$ cat config.mk
export PLATFORM = sky130hd
export DESIGN_NAME = macs_cmd
export DESIGN_NICKNAME = d
export VERILOG_FILES = /design/src/macs_pkg.sv /design/src/macs_cmd.sv /design/src/macs_sync.sv
export SDC_FILE = /design/constraint.sdc
export NUM_CORES = 1
export LEC_CHECK = 0
export BUFFER_PORTS_ARGS = -buffer_cell sky130_fd_sc_hd__buf_2
export CORE_ASPECT_RATIO = 1.75
export CORE_MARGIN = 10
export CORE_UTILIZATION = 55
export CTS_CLUSTER_DIAMETER = 100
export DETAILED_ROUTE_END_ITERATION = 12
export GPL_TIMING_DRIVEN = 0
export PLACE_DENSITY = 0.74
export RECOVER_POWER = 25
export SETUP_SLACK_MARGIN = 0.4
export SKIP_CTS_REPAIR_TIMING = 1
export SYNTH_ARGS = -nofsm -noshare
export SYNTH_HDL_FRONTEND = slang
export SYNTH_HIERARCHICAL = 1
export SYNTH_SLANG_ARGS = --single-unit
$ cat constraint.sdc
create_clock -name mclk -period 2.4 [get_ports mclk]
set_clock_uncertainty 0.2 [all_clocks]
set_input_delay 0.12 -clock mclk [delete_from_list [all_inputs] [get_ports mclk]]
set_output_delay 0.12 -clock mclk [all_outputs]
set_load 0.02 [all_outputs]
$ cat src/macs_pkg.sv
package macs_pkg;
    localparam logic [7:0]  CMD_ACCESS_CTRL   = 8'h36;
    localparam logic [7:0]  CMD_SCROLL_START  = 8'h37;
    localparam logic [7:0]  CMD_IDLE_OFF      = 8'h38;
    localparam logic [7:0]  CMD_IDLE_ON       = 8'h39;
    localparam logic [7:0]  ACCESS_RESET      = 8'h00;
    localparam logic [15:0] SCROLL_RESET      = 16'h0000;
    localparam int          PAGE_ORDER_POS    = 7;
    localparam int          COLUMN_ORDER_POS  = 6;
    localparam int          EXCHANGE_POS      = 5;
    localparam int          LINE_ORDER_POS    = 4;
    localparam int          COLOR_ORDER_POS   = 3;
    localparam int          RESERVED_TWO_POS  = 2;
    typedef enum logic [1:0] {
        MACS_IDLE,
        MACS_ACCESS_PARAM,
        MACS_SCROLL_HIGH,
        MACS_SCROLL_LOW
    } macs_state_t;
endpackage : macs_pkg

$ cat src/macs_cmd.sv
`timescale 1ns/1ps
module macs_cmd
    import macs_pkg::*;
(
    // Clock and resets
    input  wire logic        mclk,
    input  wire logic        reset,
    input  wire logic        soft_reset,
    // System interface write strobes (pin domain)
    input  wire logic        wr_cmd,
    input  wire logic        wr_param,
    input  wire logic [7:0]  wr_data,
    // Panel timing
    input  wire logic        frame_start,
    // Decoded settings
    output logic             page_order_bit,
    output logic             column_order_bit,
    output logic             row_column_exchange_bit,
    output logic             refresh_line_order_bit,
    output logic             color_order_bgr,
    output logic             reserved_bit_two,
    output logic [15:0]      scroll_line,
    output logic             idle_mode,
    output logic             fixed_from_bottom
);
    logic [9:0]  pin_s;
    logic        cmd_s_q;
    logic        par_s_q;
    logic        cmd_s_d;
    logic        par_s_d;
    logic        cmd_pulse;
    logic        par_pulse;
    macs_state_t state_q;
    macs_state_t state_d;
    logic [7:0]  memory_access_control_q;
    logic [7:0]  memory_access_control_d;
    logic [15:0] scroll_start_pointer_q;
    logic [15:0] scroll_start_pointer_d;
    logic [7:0]  scroll_high_q;
    logic [7:0]  scroll_high_d;
    logic [15:0] scroll_live_q;
    logic [15:0] scroll_live_d;
    logic        idle_q;
    logic        idle_d;
    logic [7:0]  wr_byte;
    logic        access_load;
    logic        scroll_load;
    logic        idle_clear;
    logic        idle_set;

    function automatic logic is_cmd(input logic [7:0] data, input logic [7:0] code);
        is_cmd = (data == code);
    endfunction : is_cmd

    macs_sync #(.WIDTH(10)) u_sync (
        .mclk     (mclk),
        .reset    (reset),
        .async_in ({wr_cmd, wr_param, wr_data}),
        .sync_out (pin_s)
    );

    // Edge detection on the synchronised strobes
    always_comb
    begin
        cmd_s_d = pin_s[9];
        par_s_d = pin_s[8];
    end

    always_ff @(posedge mclk)
    begin
        if (reset)
        begin
            cmd_s_q <= 1'b0;
            par_s_q <= 1'b0;
        end
        else
        begin
            cmd_s_q <= cmd_s_d;
            par_s_q <= par_s_d;
        end
    end

    assign cmd_pulse = pin_s[9] & ~cmd_s_q;
    assign par_pulse = pin_s[8] & ~par_s_q;
    assign wr_byte   = pin_s[7:0];

    // Command parser: decides what the next parameter byte is for
    always_comb
    begin
        state_d       = state_q;
        scroll_high_d = scroll_high_q;
        access_load   = 1'b0;
        scroll_load   = 1'b0;
        idle_clear    = 1'b0;
        idle_set      = 1'b0;
        // Accepted in every power and display mode
        if (cmd_pulse)
        begin
            state_d = MACS_IDLE;
            if (is_cmd(wr_byte, CMD_ACCESS_CTRL))
                state_d = MACS_ACCESS_PARAM;
            else if (is_cmd(wr_byte, CMD_SCROLL_START))
                state_d = MACS_SCROLL_HIGH;
            else if (is_cmd(wr_byte, CMD_IDLE_OFF))
                idle_clear = 1'b1;
            else if (is_cmd(wr_byte, CMD_IDLE_ON))
                idle_set = 1'b1;
        end
        else if (par_pulse)
        begin
            unique case (state_q)
                MACS_IDLE:
                    state_d = MACS_IDLE;
                MACS_ACCESS_PARAM:
                begin
                    access_load = 1'b1;
                    state_d     = MACS_IDLE;
                end
                MACS_SCROLL_HIGH:
                begin
                    scroll_high_d = wr_byte;
                    state_d       = MACS_SCROLL_LOW;
                end
                MACS_SCROLL_LOW:
                begin
                    scroll_load = 1'b1;
                    state_d     = MACS_IDLE;
                end
            endcase
        end
        // Software reset wins over a byte arriving in the same cycle
        if (soft_reset)
        begin
            state_d     = MACS_IDLE;
            access_load = 1'b0;
            scroll_load = 1'b0;
            idle_set    = 1'b0;
        end
    end

    always_ff @(posedge mclk)
    begin
        if (reset)
        begin
            state_q       <= MACS_IDLE;
            scroll_high_q <= 8'h00;
        end
        else
        begin
            state_q       <= state_d;
            scroll_high_q <= scroll_high_d;
        end
    end

    // Access control setting survives a software reset
    always_comb
    begin
        memory_access_control_d = memory_access_control_q;
        if (access_load)
            memory_access_control_d = wr_byte;
    end

    always_ff @(posedge mclk)
    begin
        if (reset)
            memory_access_control_q <= ACCESS_RESET;
        else
            memory_access_control_q <= memory_access_control_d;
    end

    // Scroll pointer: stored value, and the copy the panel scan uses
    always_comb
    begin
        scroll_start_pointer_d = scroll_start_pointer_q;
        scroll_live_d          = scroll_live_q;
        if (scroll_load)
            scroll_start_pointer_d = {scroll_high_q, wr_byte};
        if (frame_start)
            scroll_live_d = scroll_start_pointer_q;
        if (soft_reset)
        begin
            scroll_start_pointer_d = SCROLL_RESET;
            scroll_live_d          = SCROLL_RESET;
        end
    end

    always_ff @(posedge mclk)
    begin
        if (reset)
        begin
            scroll_start_pointer_q <= SCROLL_RESET;
            scroll_live_q          <= SCROLL_RESET;
        end
        else
        begin
            scroll_start_pointer_q <= scroll_start_pointer_d;
            scroll_live_q          <= scroll_live_d;
        end
    end

    // Idle mode flag
    always_comb
    begin
        idle_d = idle_q;
        if (idle_clear)
            idle_d = 1'b0;
        else if (idle_set)
            idle_d = 1'b1;
        if (soft_reset)
            idle_d = 1'b0;
    end

    always_ff @(posedge mclk)
    begin
        if (reset)
            idle_q <= 1'b0;
        else
            idle_q <= idle_d;
    end

    assign page_order_bit          = memory_access_control_q[PAGE_ORDER_POS];
    assign column_order_bit        = memory_access_control_q[COLUMN_ORDER_POS];
    assign row_column_exchange_bit = memory_access_control_q[EXCHANGE_POS];
    assign refresh_line_order_bit  = memory_access_control_q[LINE_ORDER_POS];
    assign color_order_bgr         = memory_access_control_q[COLOR_ORDER_POS];
    assign reserved_bit_two        = memory_access_control_q[RESERVED_TWO_POS];
    assign fixed_from_bottom       = memory_access_control_q[LINE_ORDER_POS];
    assign scroll_line             = scroll_live_q;
    assign idle_mode               = idle_q;

    chk_soft_keeps_access: assert property (@(posedge mclk) disable iff (reset)
        soft_reset |=> memory_access_control_q == $past(memory_access_control_q))
        else $error("soft reset changed access control");
    chk_soft_clears_scroll: assert property (@(posedge mclk) disable iff (reset)
        soft_reset |=> scroll_start_pointer_q == SCROLL_RESET && !idle_q)
        else $error("soft reset left scroll or idle");
    chk_idle_off_cmd: assert property (@(posedge mclk) disable iff (reset)
        cmd_pulse && pin_s[7:0] == CMD_IDLE_OFF |=> !idle_mode)
        else $error("idle off not applied");
    chk_idle_off_noop: assert property (@(posedge mclk) disable iff (reset)
        cmd_pulse && pin_s[7:0] == CMD_IDLE_OFF && !idle_q |=> $stable(memory_access_control_q) && !idle_q)
        else $error("idle off had an effect");
    chk_access_load: assert property (@(posedge mclk) disable iff (reset)
        par_pulse && !cmd_pulse && !soft_reset && state_q == MACS_ACCESS_PARAM
        |=> memory_access_control_q == $past(pin_s[7:0]))
        else $error("access parameter not stored");
    chk_scroll_pair: assert property (@(posedge mclk) disable iff (reset)
        par_pulse && !cmd_pulse && !soft_reset && state_q == MACS_SCROLL_LOW
        |=> scroll_start_pointer_q == {$past(scroll_high_q), $past(pin_s[7:0])})
        else $error("scroll pointer wrong");
    chk_scroll_frame: assert property (@(posedge mclk) disable iff (reset)
        !frame_start && !soft_reset |=> $stable(scroll_line))
        else $error("scroll changed mid frame");
    chk_partial_hold: assert property (@(posedge mclk) disable iff (reset)
        state_q == MACS_SCROLL_HIGH && !soft_reset |=> $stable(scroll_start_pointer_q))
        else $error("pointer changed before last byte");
    chk_bits_map: assert property (@(posedge mclk) disable iff (reset)
        access_load |=> page_order_bit == $past(wr_byte[PAGE_ORDER_POS])
        && color_order_bgr == $past(wr_byte[COLOR_ORDER_POS]))
        else $error("bit map wrong");
    chk_column_bits: assert property (@(posedge mclk) disable iff (reset)
        access_load |=> column_order_bit == $past(wr_byte[COLUMN_ORDER_POS])
        && row_column_exchange_bit == $past(wr_byte[EXCHANGE_POS]))
        else $error("column or exchange bit wrong");
    chk_line_bits: assert property (@(posedge mclk) disable iff (reset)
        access_load |=> refresh_line_order_bit == $past(wr_byte[LINE_ORDER_POS])
        && fixed_from_bottom == $past(wr_byte[LINE_ORDER_POS]))
        else $error("line order bit wrong");
    chk_idle_on_cmd: assert property (@(posedge mclk) disable iff (reset)
        cmd_pulse && wr_byte == CMD_IDLE_ON && !soft_reset |=> idle_mode)
        else $error("idle on not applied");
    chk_idle_hold: assert property (@(posedge mclk) disable iff (reset)
        !cmd_pulse && !soft_reset |=> $stable(idle_q))
        else $error("idle changed without a command");
    chk_access_hold: assert property (@(posedge mclk) disable iff (reset)
        !access_load |=> $stable(memory_access_control_q))
        else $error("access control changed without a parameter");
    chk_scroll_live: assert property (@(posedge mclk) disable iff (reset)
        frame_start && !soft_reset |=> scroll_line == $past(scroll_start_pointer_q))
        else $error("scroll pointer not applied at frame start");
    chk_hw_reset_vals: assert property (@(posedge mclk)
        reset |=> memory_access_control_q == ACCESS_RESET && scroll_line == SCROLL_RESET && !idle_mode)
        else $error("hardware reset values wrong");
    cov_access: cover property (@(posedge mclk) state_q == MACS_ACCESS_PARAM ##1 state_q == MACS_IDLE);
    cov_scroll: cover property (@(posedge mclk) state_q == MACS_SCROLL_LOW ##[1:20] frame_start);
    cov_idle:   cover property (@(posedge mclk) idle_q ##1 !idle_q);
    cov_abort:  cover property (@(posedge mclk) state_q == MACS_SCROLL_LOW && cmd_pulse);
    cov_soft:   cover property (@(posedge mclk) soft_reset && idle_q);
endmodule : macs_cmd

$ cat src/macs_sync.sv
`timescale 1ns/1ps
module macs_sync
    import macs_pkg::*;
#(
    parameter int WIDTH = 1
)(
    // Clock and reset
    input  wire logic             mclk,
    input  wire logic             reset,
    // Data
    input  wire logic [WIDTH-1:0] async_in,
    output logic      [WIDTH-1:0] sync_out
);
    logic [WIDTH-1:0] meta_q;
    logic [WIDTH-1:0] meta_d;
    logic [WIDTH-1:0] sync_q;
    logic [WIDTH-1:0] sync_d;

    always_comb
    begin
        meta_d = async_in;
        sync_d = meta_q;
    end

    always_ff @(posedge mclk)
    begin
        if (reset)
        begin
            meta_q <= '0;
            sync_q <= '0;
        end
        else
        begin
            meta_q <= meta_d;
            sync_q <= sync_d;
        end
    end

    assign sync_out = sync_q;
endmodule : macs_sync

==> metrics.md <==
| Metric | Value |
|---|---|
| Placed Area | 0.00277 mm² |
| # DRC | 0 |
| Post-route ant nets | 0 |
| RSZ-0062 raised after global routing | false |
| CP max FO | 10 |
| Final Cell Area | 0.00317 mm² |
| CP startpoint kind | register |
| Share of the yosys chip area belonging to registers | 56.2% |
| Worst Path Arrival | 1.79 ns |
| Synth Instances | 224 |
| Comb pwr share | 4.7% |
| Worst skew pair latency | 0.34 ns |
| CTS root buf | clkbuf_8 |
| Clock transition at the registers of the reported paths | 0.07 ns |
| Placed Cells incl. Taps | 310 |
| First-pass GRT wire length | 7440 µm |
| Psw | 0.000472 W |
| VDD IR max | 0.000530 V |
| Seq. cell area | 0.00142 mm² |
| Critical path class | register to register |
| Hold Vio Cnt, Final | 6 |
| Max-slew violation count | 0 |
| Status | finished, violations left |
| DRT iter0 DRCs | 57 |
| TritonRoute pass-1 iters | 4 |
| Int Pwr | 0.00176 W |
| Inserted Clock Buffers | 9 |
| Antenna violations before repair | 0 |
| Synthesized Nets | 238 |
| Drt total wl | 5140 µm |
| H-Tree Depth | 3 |
| Multi-input logic area | 0.00101 mm² |
| Area contributors post-synth | dfxtp_1 (56%), mux2i_1 (19%), nor2_1 (7.4%) |
| Fin cells | 349 |
| Avg WL per Cell | 14.7 µm |
| Fmax | 562 MHz |
| Antenna cells | 0 |
| Clock power frac | 41.2% |
| Clk buf depth | 2 |
| Vias/cell | 4.97 |
| Share of the synthesized area in the top cell type | 56.2% |
| Gpl congestion | 0.720 |
| Flops & latches, synth | 71 |
| Worst endpoint required time | 2.41 ns |
| Die height | 110 µm |
| Final setup viols | 0 |
| Die Wd | 71.3 µm |
| Total GRT Usage | 12.0% |
| PD cells | 704 mW/mm² |
| GRT overflow | 0 |
| Post-DP HPWL | 3360 µm |
| Fin util | 71.3% |
| Initial core utilization | 57.0% |
| TNS Setup | 0 ns |
| Cell taking the most area after synthesis | dfxtp_1 |
| Most common cell after layout, fill and taps aside | dfxtp_1 |
| Failing checks | negative hold slack |
| Core area | 0.00444 mm² |
| Die area | 0.00782 mm² |
| Yosys cell types | 27 |
| Syn avg cell area | 11.3 µm² |
| Cell leakage power | 1.49 nW |
| Count of buffers from port buffering | 35 |
| Layout cell share with drive strength beyond 1 | 24.2% |
| Max cap viols | 0 |
| Syn-to-layout area delta | 25.1% |
| Vias | 1,733 |
| Reg power frac | 54.1% |
| WHS | -0.0169 ns |
| Fillers | 335 |
| Most frequent cells in the layout | dfxtp_1 (71), nor2_1 (50), mux2i_1 (48) |
| Syn Std Cell Area | 0.00253 mm² |
| Largest net degree at the start of global routing | 12 |
| Slew HR | 54.5% |
| Min Tclk post-route | 1.78 ns |
| Final nets | 307 |
| Slew @ Worst Pin | 0.682 ns |
| Hold WC Path Type | input port to register |
| Sw frac | 21.2% |
| Crit path capture type | register |
| Vias in the first global route | 1,603 |
| Standard-cell rows | 32 |
| Tcrit/Tclk final | 74.1% |
| CTS tree | yes |
| Syn. warnings | 6 |
| I/O pin total | 38 |
| CTS Sinks | 71 |
logic make-up (layout without fill, tap and decap cells):
group / count (synthesis) / after routing / share of synthesized area (%)
compound gates: 2 / 2 / 0.544
mux: 48 / 48 / 19.0
simple gates: 89 / 89 / 20.4
flops: 71 / 71 / 56.2
buf+inv: 14 / 88 / 3.90
routing by layer:
layer	up-vias	global-route usage (%)	part of all wire, %
met2	32	20.9	53
li1	871	-	-
met1	819	11.6	39
met5	-	0	0
met4	0	6.25	1.9
met3	11	5.69	6.6
sequential cells by signal (all words and copies together), names as in the netlist:
signal,count
scroll_line,16
scroll_start_pointer_q,16
u_sync/meta_q,10
u_sync/sync_out,10
scroll_high_q,8
memory_access_control_q,6
state_q,2
cmd_s_q,1
idle_mode,1
par_s_q,1
per-stage QoR:
step	setup WS, ns	hold slack (ns)	power [W]
finish	0.622	-0.0169	0.00223
global route	0.486	0.00753	0.00229
CTS	0.618	-0.218	0.00221
detailed placement	0.595	0.132	0.00131
global placement	0.606	0.128	0.00131
floorplan	0.753	0.0492	0.00128
path summary, 6_finish.rpt:
path | startpoint | end | slack [ns] | depth (start not counted)
hold reg to reg | u_sync/meta_q[1]$_SDFF_PP0_ | u_sync/sync_out[1]$_SDFF_PP0_ | 0.24 | 1
setup / recovery | state_q[0]$_SDFFE_PP0P_ | scroll_start_pointer_q[15]$_SDFFE_PP0P_ | 0.62 | 6
hold / removal | frame_start | scroll_line[10]$_SDFFE_PP0P_ | -0.02 | 3
setup reg to reg | state_q[0]$_SDFFE_PP0P_ | scroll_start_pointer_q[15]$_SDFFE_PP0P_ | 0.62 | 6
area by class of cell:
cell class	count	area share, %
flip-flops and latches	71	44.9
multi-input cells	139	31.9
repair buffers	58	12.5
clock buffers	12	4.58
plain buffers	14	2.65
well taps	51	2.02
clock inverters	4	1.42
critical path, stage by stage (launching register included):
cell and delay, ns:
dfxtp_1 0.38, nand4bb_1 0.15, or3b_1 0.40, buf_6 0.16, buf_12 0.15, mux2i_1 0.15
nor2_1 0.05
synth_stat cells:
cell,number
buf_12,1
a21oi_1,1
dfxtp_1,71
and2b_4,1
a2bb2oi_1,1
and2b_2,1
nand4bb_1,1
buf_4,1
and2_1,1
nor3_2,1
mux2i_1,48
buf_6,3
nand2b_1,1
clkbuf_1,6
nor2_1,50
nor2b_1,3
nand2_1,2
buf_2,3
nand3_1,2
nor2b_2,16
nor3_1,1
or3b_1,1
nor2b_4,4
nor4bb_1,1
or2_2,1
nand4b_1,1
nand4_1,1
power groups by stage:
stage | registers (W) | clock network (W) | logic, W
finish | 0.00121 | 0.000918 | 0.000106
global route | 0.00121 | 0.000967 | 0.000116
CTS | 0.00121 | 0.000924 | 0.0000772
detailed placement | 0.00123 | 0 | 0.0000771
global placement | 0.00123 | 0 | 0.0000760
floorplan | 0.00123 | 0 | 0.0000572
Note: power is estimated with default switching activity, not from simulation.
